--- src/hdl/kmh_map.vh ---
// Constants for the keyboard and pointer serial link host.
`ifndef KMH_MAP_VH
`define KMH_MAP_VH
`define KMH_CLK_HZ 10000000
`define KMH_INHIBIT_NS 60000
`define KMH_INHIBIT_CYC ((`KMH_INHIBIT_NS * (`KMH_CLK_HZ / 1000000) + 999) / 1000)
`define KMH_TIMEOUT_CYC 20000
`define KMH_FRAME_BITS 4'd11
`define KMH_TX_BITS 4'd10
`define KMH_MODE_UNI 2'd1
`define KMH_MODE_DEF 2'd2
`define KMH_MODE_BI3 2'd3
`endif

--- src/hdl/kmh_port.v ---
// One host channel of the two-wire keyboard and pointer serial link.
`timescale 1ns/1ns
`include "kmh_map.vh"
module kmh_port #(
   parameter TIMEOUT_CYC = `KMH_TIMEOUT_CYC,
   parameter INHIBIT_CYC = `KMH_INHIBIT_CYC,
   parameter TRANSLATE_EN = 1
) (
   // Clock and reset.
   input wire clock,
   input wire rstn,
   // Control.
   input wire [1:0] mode,
   input wire lock,
   input wire translate,
   // Command request.
   input wire cmd_valid,
   input wire [7:0] cmd_data,
   output reg cmd_ready,
   output reg cmd_done,
   output reg cmd_nak,
   // Received bytes.
   output reg rx_valid,
   output reg [7:0] rx_data,
   output reg rx_parity_err,
   output reg timeout_err,
   output reg irq,
   // Link pins, open drain.
   input wire link_clk_in,
   output reg link_clk_out,
   output reg link_clk_oe,
   input wire link_data_in,
   output reg link_data_out,
   output reg link_data_oe
);
   localparam S_IDLE = 6'b000001;
   localparam S_RX = 6'b000010;
   localparam S_INH = 6'b000100;
   localparam S_TX = 6'b001000;
   localparam S_ACK = 6'b010000;
   localparam S_POST = 6'b100000;

   reg [1:0] clk_sync_r;
   reg [1:0] dat_sync_r;
   reg clk_prev_r;
   reg [5:0] state_r;
   reg [3:0] bit_cnt_r;
   reg [10:0] shift_r;
   reg [31:0] timer_r;
   reg break_r;

   function odd_par;
      input [7:0] d;
      begin
         odd_par = ~(^d);
      end
   endfunction

   // Simple translation: set 2 scan break prefix folds into bit 7 of the next code.
   function [7:0] xlate;
      input [7:0] code;
      input brk;
      begin
         xlate = brk ? (code | 8'h80) : code;
      end
   endfunction

   wire fall = clk_prev_r & ~clk_sync_r[1];
   wire dat = dat_sync_r[1];
   wire two_way = (mode != `KMH_MODE_UNI);

   always @(posedge clock or negedge rstn) begin
      if (!rstn) begin
         clk_sync_r <= 2'b11;
         dat_sync_r <= 2'b11;
         clk_prev_r <= 1'b1;
         state_r <= S_IDLE;
         bit_cnt_r <= 4'h0;
         shift_r <= 11'h000;
         timer_r <= 32'h0;
         break_r <= 1'b0;
         cmd_ready <= 1'b0;
         cmd_done <= 1'b0;
         cmd_nak <= 1'b0;
         rx_valid <= 1'b0;
         rx_data <= 8'h00;
         rx_parity_err <= 1'b0;
         timeout_err <= 1'b0;
         irq <= 1'b0;
         link_clk_out <= 1'b0;
         link_clk_oe <= 1'b0;
         link_data_out <= 1'b0;
         link_data_oe <= 1'b0;
      end else begin
         clk_sync_r <= {clk_sync_r[0], link_clk_in};
         dat_sync_r <= {dat_sync_r[0], link_data_in};
         clk_prev_r <= clk_sync_r[1];
         cmd_done <= 1'b0;
         cmd_nak <= 1'b0;
         rx_valid <= 1'b0;
         rx_parity_err <= 1'b0;
         timeout_err <= 1'b0;
         irq <= 1'b0;
         cmd_ready <= 1'b0;
         case (state_r)
            S_IDLE: begin
               link_clk_oe <= 1'b0;
               link_data_oe <= 1'b0;
               timer_r <= 32'h0;
               bit_cnt_r <= 4'h0;
               cmd_ready <= two_way & ~fall;
               if (fall && !dat) begin
                  state_r <= S_RX;
               end else if (cmd_valid && two_way) begin
                  shift_r <= {1'b1, odd_par(cmd_data), cmd_data, 1'b0};
                  link_clk_oe <= 1'b1;
                  cmd_ready <= 1'b0;
                  state_r <= S_INH;
               end
            end
            S_RX: begin
               timer_r <= timer_r + 32'h1;
               if (fall) begin
                  timer_r <= 32'h0;
                  shift_r <= {dat, shift_r[10:1]};
                  bit_cnt_r <= bit_cnt_r + 4'h1;
                  if (bit_cnt_r == `KMH_FRAME_BITS - 4'h2) begin
                     state_r <= S_IDLE;
                     if (^shift_r[10:2] != 1'b1 || !dat) begin
                        rx_parity_err <= 1'b1;
                     end else if (shift_r[9:2] == 8'hF0 && translate && TRANSLATE_EN) begin
                        break_r <= 1'b1;
                     end else if (!lock) begin
                        rx_data <= translate ? xlate(shift_r[9:2], break_r) : shift_r[9:2];
                        break_r <= 1'b0;
                        rx_valid <= 1'b1;
                        irq <= 1'b1;
                        cmd_nak <= (shift_r[9:2] == 8'hFE);
                     end
                  end
               end else if (timer_r >= TIMEOUT_CYC) begin
                  timeout_err <= 1'b1;
                  state_r <= S_IDLE;
               end
            end
            S_INH: begin
               link_clk_oe <= 1'b1;
               link_clk_out <= 1'b0;
               timer_r <= timer_r + 32'h1;
               if (timer_r >= INHIBIT_CYC - 1) begin
                  timer_r <= 32'h0;
                  link_data_oe <= 1'b1;
                  link_data_out <= 1'b0;
                  link_clk_oe <= 1'b0;
                  bit_cnt_r <= 4'h0;
                  state_r <= S_TX;
               end
            end
            S_TX: begin
               timer_r <= timer_r + 32'h1;
               if (fall) begin
                  timer_r <= 32'h0;
                  // Start bit already on the line; each fall advances one bit.
                  shift_r <= {1'b1, shift_r[10:1]};
                  // Open drain: a one is sent by releasing the line to its pull-up.
                  link_data_out <= 1'b0;
                  link_data_oe <= ~shift_r[1];
                  bit_cnt_r <= bit_cnt_r + 4'h1;
                  if (bit_cnt_r == `KMH_TX_BITS - 4'h1) begin
                     link_data_oe <= 1'b0;
                     state_r <= S_ACK;
                  end
               end else if (timer_r >= TIMEOUT_CYC) begin
                  link_data_oe <= 1'b0;
                  timeout_err <= 1'b1;
                  state_r <= S_IDLE;
               end
            end
            S_ACK: begin
               timer_r <= timer_r + 32'h1;
               if (fall) begin
                  timer_r <= 32'h0;
                  cmd_done <= 1'b1;
                  cmd_nak <= dat;
                  link_clk_oe <= 1'b1;
                  link_clk_out <= 1'b0;
                  state_r <= S_POST;
               end else if (timer_r >= TIMEOUT_CYC) begin
                  timeout_err <= 1'b1;
                  state_r <= S_IDLE;
               end
            end
            S_POST: begin
               // Clock held low briefly so the peripheral can process the byte.
               timer_r <= timer_r + 32'h1;
               if (timer_r >= INHIBIT_CYC - 1) begin
                  link_clk_oe <= 1'b0;
                  state_r <= S_IDLE;
               end
            end
            default: begin
               state_r <= S_IDLE;
            end
         endcase
      end
   end
endmodule

--- config.mk ---
export PLATFORM = sky130hd
export DESIGN_NAME = kmh_port
export DESIGN_NICKNAME = d
export VERILOG_FILES = /design/src/hdl/kmh_port.v
export VERILOG_INCLUDE_DIRS = /design/src /design/src/hdl
export SDC_FILE = /design/constraint.sdc
export NUM_CORES = 1
export LEC_CHECK = 0
export BUFFER_PORTS_ARGS = -buffer_cell sky130_fd_sc_hd__buf_2
export CAP_MARGIN = 40
export CELL_PAD_IN_SITES_DETAIL_PLACEMENT = 0
export CELL_PAD_IN_SITES_GLOBAL_PLACEMENT = 2
export CORE_MARGIN = 2
export CORE_UTILIZATION = 40
export CTS_CLUSTER_SIZE = 8
export DETAILED_ROUTE_END_ITERATION = 12
export PLACE_DENSITY = 0.88
export SETUP_SLACK_MARGIN = 0.4
export SLEW_MARGIN = 0
export SYNTH_ARGS = -nofsm -noshare
export SYNTH_HDL_FRONTEND = slang
export SYNTH_SLANG_ARGS = --single-unit
--- constraint.sdc ---
create_clock -name clock -period 5.8 [get_ports clock]
set_input_delay 0.29 -clock clock [delete_from_list [all_inputs] [get_ports clock]]
set_output_delay 0.29 -clock clock [all_outputs]
set_load 0.005 [all_outputs]
==> results.json, run 1 <==
{
  "run_status": "finished, final reports clean",
  "final_period_minus_worst_setup_slack_ns": 2.90,
  "first_global_vias": 3413,
  "drc": 0,
  "peakVddDrop_mv": 0.185,
  "critical_path.reg2reg.startpoint": "clk_prev_r",
  "chipWidth_um": 107,
  "critical_path.startpoint_type": "flip-flop",
  "synth_async_sr_flop_share_pct": 100,
  "dp_cells": 622,
  "synthesized_area_um2": 4250,
  "path_clk_slew_ns": 0.08,
  "max_freq_ghz": 0.345,
  "end_kind": "flip-flop",
  "worst-slew-pin-transition_ns": 0.761,
  "fraction_of_power_consumed_by_combinational_cells_pct": 39.5,
  "portBuffers": 33,
  "antenna_found_initial": 0,
  "detail_route.first_pass.iterations": 4,
  "clock_tree_from_tritoncts": "done",
  "postRouteAntennaNets": 0,
  "timing.hold.worst.class": "input port to flip-flop",
  "max_slew_margin_pct": 49.2,
  "clock-root-buffer": "sky130_fd_sc_hd__clkbuf_8",
  "postSynthRegisterBits": 74,
  "dp_hpwl_um": 7090,
  "critical_path.startpoint": "clk_prev_r",
  "clock_tree.htree_level_count": 3,
  "cellLeakagePower_nw": 2.16,
  "die-height_um": 107,
  "nets": 527,
  "cellInternalPower_w": 0.00106,
  "switching_power_as_a_share_of_total_power_pct": 40.0,
  "overflow": 0,
  "synth_area_per_cell_um2": 8.93,
  "cts.sink_count": 74,
  "ys_types": 59,
  "reg2reg_to": "timer_r[18]",
  "via_count_of_the_routed_design": 3568,
  "share_of_layout_cells_above_drive_strength_1_pct": 14.3,
  "ys_dominant_reg_cell": "sky130_fd_sc_hd__dfrtp_1",
  "post_synth_inst_count": 476,
  "ctsResizeCount": 0,
  "ff_to_ff_path_depth": 7,
  "yosys_warnings": 0,
  "clock-skew-final_ns": 0.0132,
  "crit_path_cell_trace": "nor2b_1 > nor3_1 > a211oi_2 > nand2_1 > buf_8 > and3_1 > a211o_1",
  "flow.area_growth_from_synthesis_pct": 11.6,
  "p_switching_w": 0.000706,
  "core_region_area_um2": 10300,
  "hold_viol_final": 0,
  "vias_per_cell": 5.57,
  "instances_no_fill": 641,
  "final.period_utilization_pct": 49.9,
  "cell_accounting_for_the_most_synthesized_area": "sky130_fd_sc_hd__dfrtp_1",
  "edff_count_synth": 0,
  "clock_power_share_pct": 23.8,
  "synthDominantCellAreaShare_pct": 40.0,
  "clk_latency_ns": 0.35,
  "arrival_ns": 3.14,
  "setup.reg_to_reg.worst_slack_ns": 2.90,
  "ys_top_cells_by_area": "sky130_fd_sc_hd__dfrtp_1, sky130_fd_sc_hd__a21oi_1, sky130_fd_sc_hd__dfstp_2, sky130_fd_sc_hd__nor2_1, sky130_fd_sc_hd__ha_1",
  "slowest_stage_delay_on_critical_path_ns": 0.61,
  "synth_sequential_area_ratio_pct": 43.7,
  "powerDensity_nw_per_um2": 372,
  "crit_end": "timer_r[18]",
  "placementRows": 37,
  "unrepaired_setup_endpoints_after_global_routing": "no",
  "timing_worst_setup_path_type": "flip-flop to flip-flop",
  "cts.path.max_buffers": 2,
  "io_pins": 36,
  "die_footprint_um2": 11500,
  "timing.critical_path.slowest_stage_cell": "sky130_fd_sc_hd__nor2b_1",
  "pins_over_slew_limit": 0,
  "total_length_of_routed_wires_um": 10200,
  "data_required_time_of_the_critical_path_ns": 6.04,
  "grt_start_max_net_pins": 57,
  "synth_commonest_cells": "sky130_fd_sc_hd__dfrtp_1, sky130_fd_sc_hd__a21oi_1, sky130_fd_sc_hd__nor2_1",
  "initial_utilization_pct": 41.2,
  "post_drt_wl_per_cell_um": 15.9,
  "groute.usage.overall_pct": 19.3,
  "drt_iter0_drc": 170,
  "totalNegativeSetupSlack_ns": 0,
  "antennaDiodeCount": 0,
  "routabilityCongestion": 0.812,
  "number_of_endpoints_failing_setup_at_the_final_stage": 0,
  "post-synth-top-count-cell": "sky130_fd_sc_hd__dfrtp_1",
  "seq_power_share_pct": 36.7,
  "tritoncts.num_buffers": 9,
  "maxCapViolCount": 0,
  "worst-path-max-fanout": 19,
  "grt_pass1_wl_um": 17300
}
## per-layer routing
| metal | up-vias | part of all wire, % | GRT usage, % |
|---|---|---|---|
| li1 | 1757 | - | - |
| met1 | 1740 | 49 | 27.9 |
| met2 | 65 | 46 | 28.5 |
| met3 | 6 | 3.5 | 4.19 |
| met4 | 0 | 0.65 | 6.31 |
| met5 | - | 0 | 0 |
## worst min-delay path by stage
stage / start / endpoint / slack [ns] / cells after the start
finish: cmd_valid / cmd_ready / 0.12 / 2
global placement: clk_sync_r[0] / clk_sync_r[1] / 0.35 / 0
global route: cmd_valid / cmd_ready / 0.11 / 2
CTS: link_clk_in / clk_sync_r[0] / 0.008 / 1
floorplan: rstn / bit_cnt_r[0] / -0.006 / 0
detailed placement: rstn / timer_r[7] / 0.20 / 1
## flip-flops by register name, summed over array words and instances, names as in the netlist
| name | count |
|---|---|
| rx_data | 8 |
| cmd_ready | 1 |
| shift_r | 10 |
| link_clk_oe | 1 |
| cmd_done | 1 |
| bit_cnt_r | 4 |
| rx_parity_err | 1 |
| timeout_err | 1 |
| clk_sync_r | 2 |
| state_r | 6 |
| clk_prev_r | 1 |
| irq | 1 |
| timer_r | 32 |
| link_data_oe | 1 |
| cmd_nak | 1 |
| dat_sync_r | 2 |
| break_r | 1 |
## worst max-delay path, delay by kind of cell (launching register included)
kind / cells / cell delay, ns
compound gates: 2 / 0.59
simple gates: 4 / 1.36
buf+inv: 1 / 0.29
flops: 1 / 0.53
## through the flow
step	setup slack [ns]	util, %	instance area, um^2	power (W)	hold slack (ns)
2_1_floorplan	3.38	-	4260	0.00119	-0.00559
3_3_place_gp	2.73	43.2	4460	0.00134	0.348
3_5_place_dp	2.95	43.8	4520	0.00136	0.203
4_1_cts	2.90	45.8	4730	0.00179	0.00834
5_1_grt	2.68	46.0	4750	0.00192	0.108
6_report	2.90	46.0	4750	0.00177	0.123
## cell families (layout without fill, tap and decap cells)
family | Yosys count | after routing | share of synthesized area (%)
AO/OA/AOI/OAI | 116 | 116 | 16.8
XOR/XNOR | 16 | 16 | 3.29
adder cells (fa/ha/maj) | 10 | 10 | 2.94
buffers and inverters | 60 | 88 | 6.35
flip-flops | 74 | 74 | 43.7
multiplexers | 13 | 13 | 3.27
other | 1 | 2 | 0.0882
AND/OR/NAND/NOR | 186 | 186 | 23.5
## layout by cell type, fill, tap and decap left out, types with 14 or more instances in the layout
| cell type | n |
|---|---|
| sky130_fd_sc_hd__inv_1 | 30 |
| sky130_fd_sc_hd__nand2_1 | 25 |
| sky130_fd_sc_hd__and3_1 | 14 |
| sky130_fd_sc_hd__or3_1 | 18 |
| sky130_fd_sc_hd__nor2_1 | 40 |
| sky130_fd_sc_hd__o21ai_1 | 25 |
| sky130_fd_sc_hd__nand3_1 | 23 |
| sky130_fd_sc_hd__dfrtp_1 | 68 |
| sky130_fd_sc_hd__a21oi_1 | 42 |
| sky130_fd_sc_hd__nor3_1 | 20 |
| sky130_fd_sc_hd__buf_2 | 32 |
## power by group through the flow
stage	Clock [W]	Combinational (W)	Sequential, W
finish	0.000420	0.000697	0.000648
global route	0.000461	0.000800	0.000660
CTS	0.000434	0.000702	0.000649
detailed placement	0	0.000697	0.000660
global placement	0	0.000681	0.000658
floorplan	0	0.000563	0.000625
## timing repair
| action | 4_1_cts | 5_1_grt |
|---|---|---|
| hold buffers | 1 | 2 |
| endpoints found under the hold margin | 18 | 2 |
| setup buffers | 0 | 0 |
## area by class of cell
type	instances	area, um^2
Clock buffer	9	124
Clock inverter	7	75.1
Fill cell	1036	5580
Inverter	30	113
Multi-Input combinational cell	343	2130
Sequential cell	74	1860
Tap cell	136	170
Timing Repair Buffer	42	274
(Power assumes the default switching activity.)
==> inputs of run 2 (changes only) <==
--- a/config.mk
+++ b/config.mk
@@ -11,10 +11,10 @@
 export CELL_PAD_IN_SITES_DETAIL_PLACEMENT = 0
 export CELL_PAD_IN_SITES_GLOBAL_PLACEMENT = 2
 export CORE_MARGIN = 2
-export CORE_UTILIZATION = 40
+export CORE_UTILIZATION = 34
 export CTS_CLUSTER_SIZE = 8
 export DETAILED_ROUTE_END_ITERATION = 12
-export PLACE_DENSITY = 0.88
+export PLACE_DENSITY = 0.8
 export SETUP_SLACK_MARGIN = 0.4
 export SLEW_MARGIN = 0
 export SYNTH_ARGS = -nofsm -noshare
==> constraint.sdc (replaced) <==
create_clock -name clock -period 2.4 [get_ports clock]
set_input_delay 0.12 -clock clock [delete_from_list [all_inputs] [get_ports clock]]
set_output_delay 0.12 -clock clock [all_outputs]
set_load 0.005 [all_outputs]
==> results.json, run 2 (synthesis results as in run 1) <==
{
  "portBuffers": 33,
  "unrepaired_setup_endpoints_after_global_routing": "yes",
  "data_required_time_of_the_critical_path_ns": 2.63,
  "placementRows": 40,
  "postRouteAntennaNets": 0,
  "initial_utilization_pct": 35.1,
  "layout_common_cells": "sky130_fd_sc_hd__dfrtp_1, sky130_fd_sc_hd__buf_4, sky130_fd_sc_hd__nor2_1, sky130_fd_sc_hd__buf_2, sky130_fd_sc_hd__a21oi_1",
  "fin_util_pct": 51.3,
  "critical_path.startpoint_type": "flip-flop",
  "hold_viol_final": 0,
  "path_clk_slew_ns": 0.06,
  "core_region_area_um2": 12100,
  "overflow": 0,
  "powerDensity_nw_per_um2": 990,
  "dp_hpwl_um": 7630,
  "timing_worst_setup_path_type": "flip-flop to flip-flop",
  "die-height_um": 116,
  "final.period_utilization_pct": 98.7,
  "post_route_hold_slack_ns": 0.0599,
  "clock-root-buffer": "sky130_fd_sc_hd__clkbuf_16",
  "ff_to_ff_path_depth": 9,
  "flow.area_growth_from_synthesis_pct": 46.0,
  "number_of_endpoints_failing_setup_at_the_final_stage": 0,
  "worst-path-max-fanout": 4,
  "detail_route.first_pass.iterations": 4,
  "holdPathEnd": "break_r",
  "vias_per_cell": 5.32,
  "max_freq_ghz": 0.422,
  "drt_iter0_drc": 160,
  "die_footprint_um2": 13400,
  "grt_start_max_net_pins": 38,
  "cts.sink_count": 74,
  "total_length_of_routed_wires_um": 12900,
  "final_period_minus_worst_setup_slack_ns": 2.37,
  "clk_latency_ns": 0.35,
  "maxCapViolCount": 0,
  "antennaDiodeCount": 0,
  "cellLeakagePower_nw": 2.80,
  "first_global_vias": 3908,
  "fill_cells": 1152,
  "share_of_layout_cells_above_drive_strength_1_pct": 41.6,
  "chipWidth_um": 116,
  "end_kind": "flip-flop",
  "largest_register_ffs": 32,
  "arrival_ns": 2.60,
  "hold_path_depth": 3,
  "tritoncts.num_buffers": 9,
  "peakVddDrop_mv": 0.493,
  "max_slew_margin_pct": 64.9,
  "timing.hold.worst.class": "input port to flip-flop",
  "critical_path.reg2reg.startpoint": "shift_r[2]",
  "pre_cts_ws_ns": 0.00727,
  "largestRegisters": "timer_r x32, shift_r x10, rx_data x8",
  "run_status": "finished, final reports clean",
  "via_count_of_the_routed_design": 4040,
  "setup.reg_to_reg.worst_slack_ns": 0.03,
  "io_pins": 36,
  "min_from": "lock",
  "nets": 613,
  "clock_tree_from_tritoncts": "done",
  "clock_tree.htree_level_count": 3,
  "grt_pass1_wl_um": 19800,
  "reg2reg_to": "rx_data[5]",
  "clock-skew-final_ns": 0.00521,
  "groute.usage.overall_pct": 19.1,
  "worst-slew-pin-transition_ns": 0.526,
  "worst_slack_ns": 0.0316,
  "routabilityCongestion": 0.871,
  "post_drt_wl_per_cell_um": 16.9,
  "pins_over_slew_limit": 0,
  "totalNegativeSetupSlack_ns": 0,
  "cts.path.max_buffers": 2,
  "largest_register": "timer_r",
  "antenna_found_initial": 0,
  "drc": 0
}
==> run 2: cell types whose count changed in the layout (fill, tap and decap cells not counted), sizes merged <==
| cell | before | now |
|---|---|---|
| clkinvlp | 0 | 2 |
| bufinv | 1 | 2 |
| and2 | 3 | 6 |
| clkinv | 3 | 1 |
| buf | 39 | 121 |
| dlygate4sd3 | 3 | 4 |
| inv | 33 | 32 |
==> run 2: through the flow <==
| step | cells | cell area, um^2 | total power, W |
|---|---|---|---|
| 2_1_floorplan | 477 | 4350 | 0.00294 |
| 3_3_place_gp | 693 | 4890 | 0.00353 |
| 3_5_place_dp | 693 | 4890 | 0.00354 |
| 4_1_cts | 738 | 5700 | 0.00559 |
| 5_1_grt | 759 | 6210 | 0.00651 |
| 6_report | 759 | 6210 | 0.00614 |
==> run 2: worst max path at each step <==
stage,depth (start not counted),endpoint,start
6_report,9,rx_data[5],shift_r[2]
5_1_grt,9,rx_data[3],shift_r[2]
4_1_cts,9,rx_data[6],shift_r[2]
3_5_place_dp,8,rx_data[6],shift_r[8]
3_3_place_gp,9,rx_data[3],shift_r[2]
2_1_floorplan,9,rx_data[0],shift_r[4]
==> run 2: worst max-delay path, stage by stage, from the launching register on <==
cell and delay (ns):
sky130_fd_sc_hd__dfrtp_1 0.39, sky130_fd_sc_hd__inv_2 0.09, sky130_fd_sc_hd__ha_4 0.21, sky130_fd_sc_hd__xnor2_2 0.13, sky130_fd_sc_hd__xnor2_1 0.19, sky130_fd_sc_hd__xnor2_1 0.16, sky130_fd_sc_hd__nand2_1 0.09, sky130_fd_sc_hd__or4_4 0.51
sky130_fd_sc_hd__buf_4 0.18, sky130_fd_sc_hd__mux2_1 0.30
==> run 2: cell type report <==
cell class | instances | area (um^2) | share of cell area (%)
sequential | 74 | 1860 | 30.0
multi-input combinational | 346 | 2630 | 42.4
inverter | 30 | 113 | 1.81
clock inverter | 7 | 101 | 1.63
timing repair buffer | 125 | 1070 | 17.2
tap | 168 | 210 | 3.39
clock buffer | 9 | 225 | 3.63
==> run 2: what timing repair did <==
action / CTS / global route
resized for setup: 49 / 84
pin swaps: 18 / 33
setup endpoints to repair: 59 / 65
cloned: 7 / 3
buffers inserted: 18 / 18
endpoints found under the hold margin: 36 / 0
hold buffers: 4 / 0
==> run 2: routing by layer <==
metal	track usage [%]	up-vias	share of wire [%]
li1	-	1943	-
met1	24.8	1985	45
met2	31.6	92	50
met3	3.40	20	3.2
met4	7.86	0	1.8
met5	0	-	0
==> run 2: where the power goes <==
part | internal, W | switching, W
Sequential | 0.00140 | 0.000138
Clock | 0.000920 | 0.000599
Combinational | 0.00155 | 0.00153
Total | 0.00387 | 0.00227
==> inputs of run 3 (changes only) <==
--- a/config.mk
+++ b/config.mk
@@ -14,6 +14,7 @@
 export CORE_UTILIZATION = 34
 export CTS_CLUSTER_SIZE = 8
 export DETAILED_ROUTE_END_ITERATION = 12
+export HOLD_SLACK_MARGIN = 0.08
 export PLACE_DENSITY = 0.8
 export SETUP_SLACK_MARGIN = 0.4
 export SLEW_MARGIN = 0
==> results.json, run 3 (synthesis results as in run 1) <==
{
  "flow.area_growth_from_synthesis_pct": 46.7,
  "fin_util_pct": 51.5,
  "drt_iter0_drc": 146,
  "switching_power_as_a_share_of_total_power_pct": 37.0,
  "worst-path-max-fanout": 4,
  "largest_register": "timer_r",
  "timing.hold.worst.class": "input port to flip-flop",
  "timing_worst_setup_path_type": "flip-flop to flip-flop",
  "crit_top_cell": "sky130_fd_sc_hd__xnor2_1",
  "holdPathEnd": "cmd_ready",
  "largest_register_ffs": 32,
  "detail_route.first_pass.iterations": 5,
  "clock-skew-final_ns": 0.00502,
  "clk_latency_ns": 0.35,
  "fraction_of_power_consumed_by_combinational_cells_pct": 50.3,
  "min_from": "mode[0]",
  "critical_path.top_delay_family": "simple AND/OR/NAND/NOR gates",
  "first_global_vias": 3918,
  "vias_per_cell": 5.30,
  "setup.reg_to_reg.worst_slack_ns": 0.03,
  "clock_power_share_pct": 24.7,
  "drc": 0,
  "largestRegisters": "timer_r x32, shift_r x10, rx_data x8",
  "post_route_standard_cell_area_excluding_fillers_um2": 6240,
  "die_footprint_um2": 13400,
  "ff_to_ff_path_depth": 9,
  "final.period_utilization_pct": 98.7,
  "postRouteAntennaNets": 0,
  "pins_over_slew_limit": 0,
  "number_of_endpoints_failing_setup_at_the_final_stage": 0,
  "timing.critical_path.slowest_stage_cell": "sky130_fd_sc_hd__or4_4",
  "arrival_ns": 2.60,
  "placementRows": 40,
  "maxCapViolCount": 0,
  "portBuffers": 33,
  "run_status": "finished, final reports clean",
  "die-height_um": 116,
  "routabilityCongestion": 0.871,
  "io_pins": 36,
  "max_freq_ghz": 0.422,
  "hold_viol_final": 0,
  "clock_tree_from_tritoncts": "done",
  "path_clk_slew_ns": 0.06,
  "clock_tree.htree_level_count": 3,
  "chipWidth_um": 116,
  "critical_path.reg2reg.startpoint": "shift_r[2]",
  "hold_path_depth": 3,
  "post_drt_wl_per_cell_um": 17.0,
  "share_of_layout_cells_above_drive_strength_1_pct": 41.4,
  "clock-root-buffer": "sky130_fd_sc_hd__clkbuf_16",
  "via_count_of_the_routed_design": 4035,
  "pre_cts_ws_ns": 0.00727,
  "grt_start_max_net_pins": 38,
  "data_required_time_of_the_critical_path_ns": 2.63,
  "overflow": 0,
  "powerDensity_nw_per_um2": 986,
  "worst_slack_ns": 0.0321,
  "post_route_hold_slack_ns": 0.0955,
  "end_kind": "flip-flop",
  "slowest_stage_delay_on_critical_path_ns": 0.51,
  "antennaDiodeCount": 0,
  "seq_power_share_pct": 25.0,
  "unrepaired_setup_endpoints_after_global_routing": "yes",
  "core_region_area_um2": 12100,
  "critical_path.startpoint_type": "flip-flop",
  "groute.usage.overall_pct": 19.2,
  "crit_path_cell_trace": "inv_2 > ha_4 > xnor2_2 > xnor2_1 > xnor2_1 > nand2_1 > or4_4 > buf_4 > mux2_1",
  "grt_pass1_wl_um": 19900,
  "cts.path.max_buffers": 2,
  "worstPathBufferInverterCount": 2,
  "worst-slew-pin-transition_ns": 0.532,
  "dp_hpwl_um": 7630,
  "layout_common_cells": "sky130_fd_sc_hd__dfrtp_1, sky130_fd_sc_hd__buf_4, sky130_fd_sc_hd__nor2_1, sky130_fd_sc_hd__buf_2, sky130_fd_sc_hd__a21oi_1",
  "peakVddDrop_mv": 0.495,
  "total_length_of_routed_wires_um": 13000,
  "cts.sink_count": 74,
  "max_slew_margin_pct": 64.5,
  "cellInternalPower_w": 0.00388,
  "cellLeakagePower_nw": 2.82,
  "nets": 616,
  "final_period_minus_worst_setup_slack_ns": 2.37,
  "antenna_found_initial": 0,
  "p_switching_w": 0.00227,
  "initial_utilization_pct": 35.1,
  "tritoncts.num_buffers": 9,
  "placed_inst_area_um2": 4890,
  "reg2reg_to": "rx_data[5]"
}
==> run 3: cell count changes in the layout (fill, tap and decap cells not counted), sizes merged <==
cell and change:
dlygate4sd3 +3
==> run 3: timing repair <==
| item | in CTS | in global routing |
|---|---|---|
| hold endpoints to repair | 39 | 0 |
| pin swaps | 18 | 33 |
| gates resized for setup | 49 | 84 |
| hold buffers | 7 | 0 |
| gates cloned | 7 | 3 |
| buffers inserted | 18 | 18 |
| endpoints found under the setup margin | 59 | 65 |
==> run 3: power by group through the flow <==
stage                     clock (W)  combinational [W]  sequential, W
after floorplan                   0            0.00143        0.00151
after global placement            0            0.00199        0.00154
after detailed placement          0            0.00201        0.00154
after CTS                   0.00154            0.00255        0.00151
after global routing        0.00161            0.00334        0.00156
final                       0.00152            0.00309        0.00154
==> run 3: layer usage <==
metal  share of wire, %  up-vias  global-route usage [%]
li1                   -     1945                       -
met1                 44     1976                    24.9
met2                 51       94                    31.9
met3                3.1       20                    3.35
met4                1.8        0                    7.86
met5                  0        -                       0
==> run 3: final cells by class <==
class | instances | area [um^2]
fill | 1151 | 5870
multi-input combinational | 346 | 2630
sequential | 74 | 1860
clock buffer | 9 | 225
clock inverter | 7 | 101
inverter | 30 | 113
tap | 168 | 210
timing repair buffer | 128 | 1100
==> run 3: metrics by stage <==
stage,TNS (ns),total power (W),instances
2_1_floorplan,0,0.00294,477
3_3_place_gp,0,0.00353,693
3_5_place_dp,0,0.00354,693
4_1_cts,0,0.00560,741
5_1_grt,-0.125,0.00652,762
6_report,0,0.00615,762
==> run 3: tightest hold or removal path, stage by stage <==
cell and delay, ns:
sky130_fd_sc_hd__buf_2 0.07, sky130_fd_sc_hd__nor2b_1 0.14, sky130_fd_sc_hd__nor4_1 0.07
==> run 3: worst max path at each step <==
stage                     from         end  slack [ns]  depth (start not counted)
CTS                 shift_r[2]  rx_data[6]        0.01                          9
global route        shift_r[2]  rx_data[3]       -0.03                          9
finish              shift_r[2]  rx_data[5]        0.03                          9
global placement    shift_r[2]  rx_data[3]        0.04                          9
floorplan           shift_r[4]  rx_data[0]        0.07                          9
detailed placement  shift_r[8]  rx_data[6]       0.007                          8
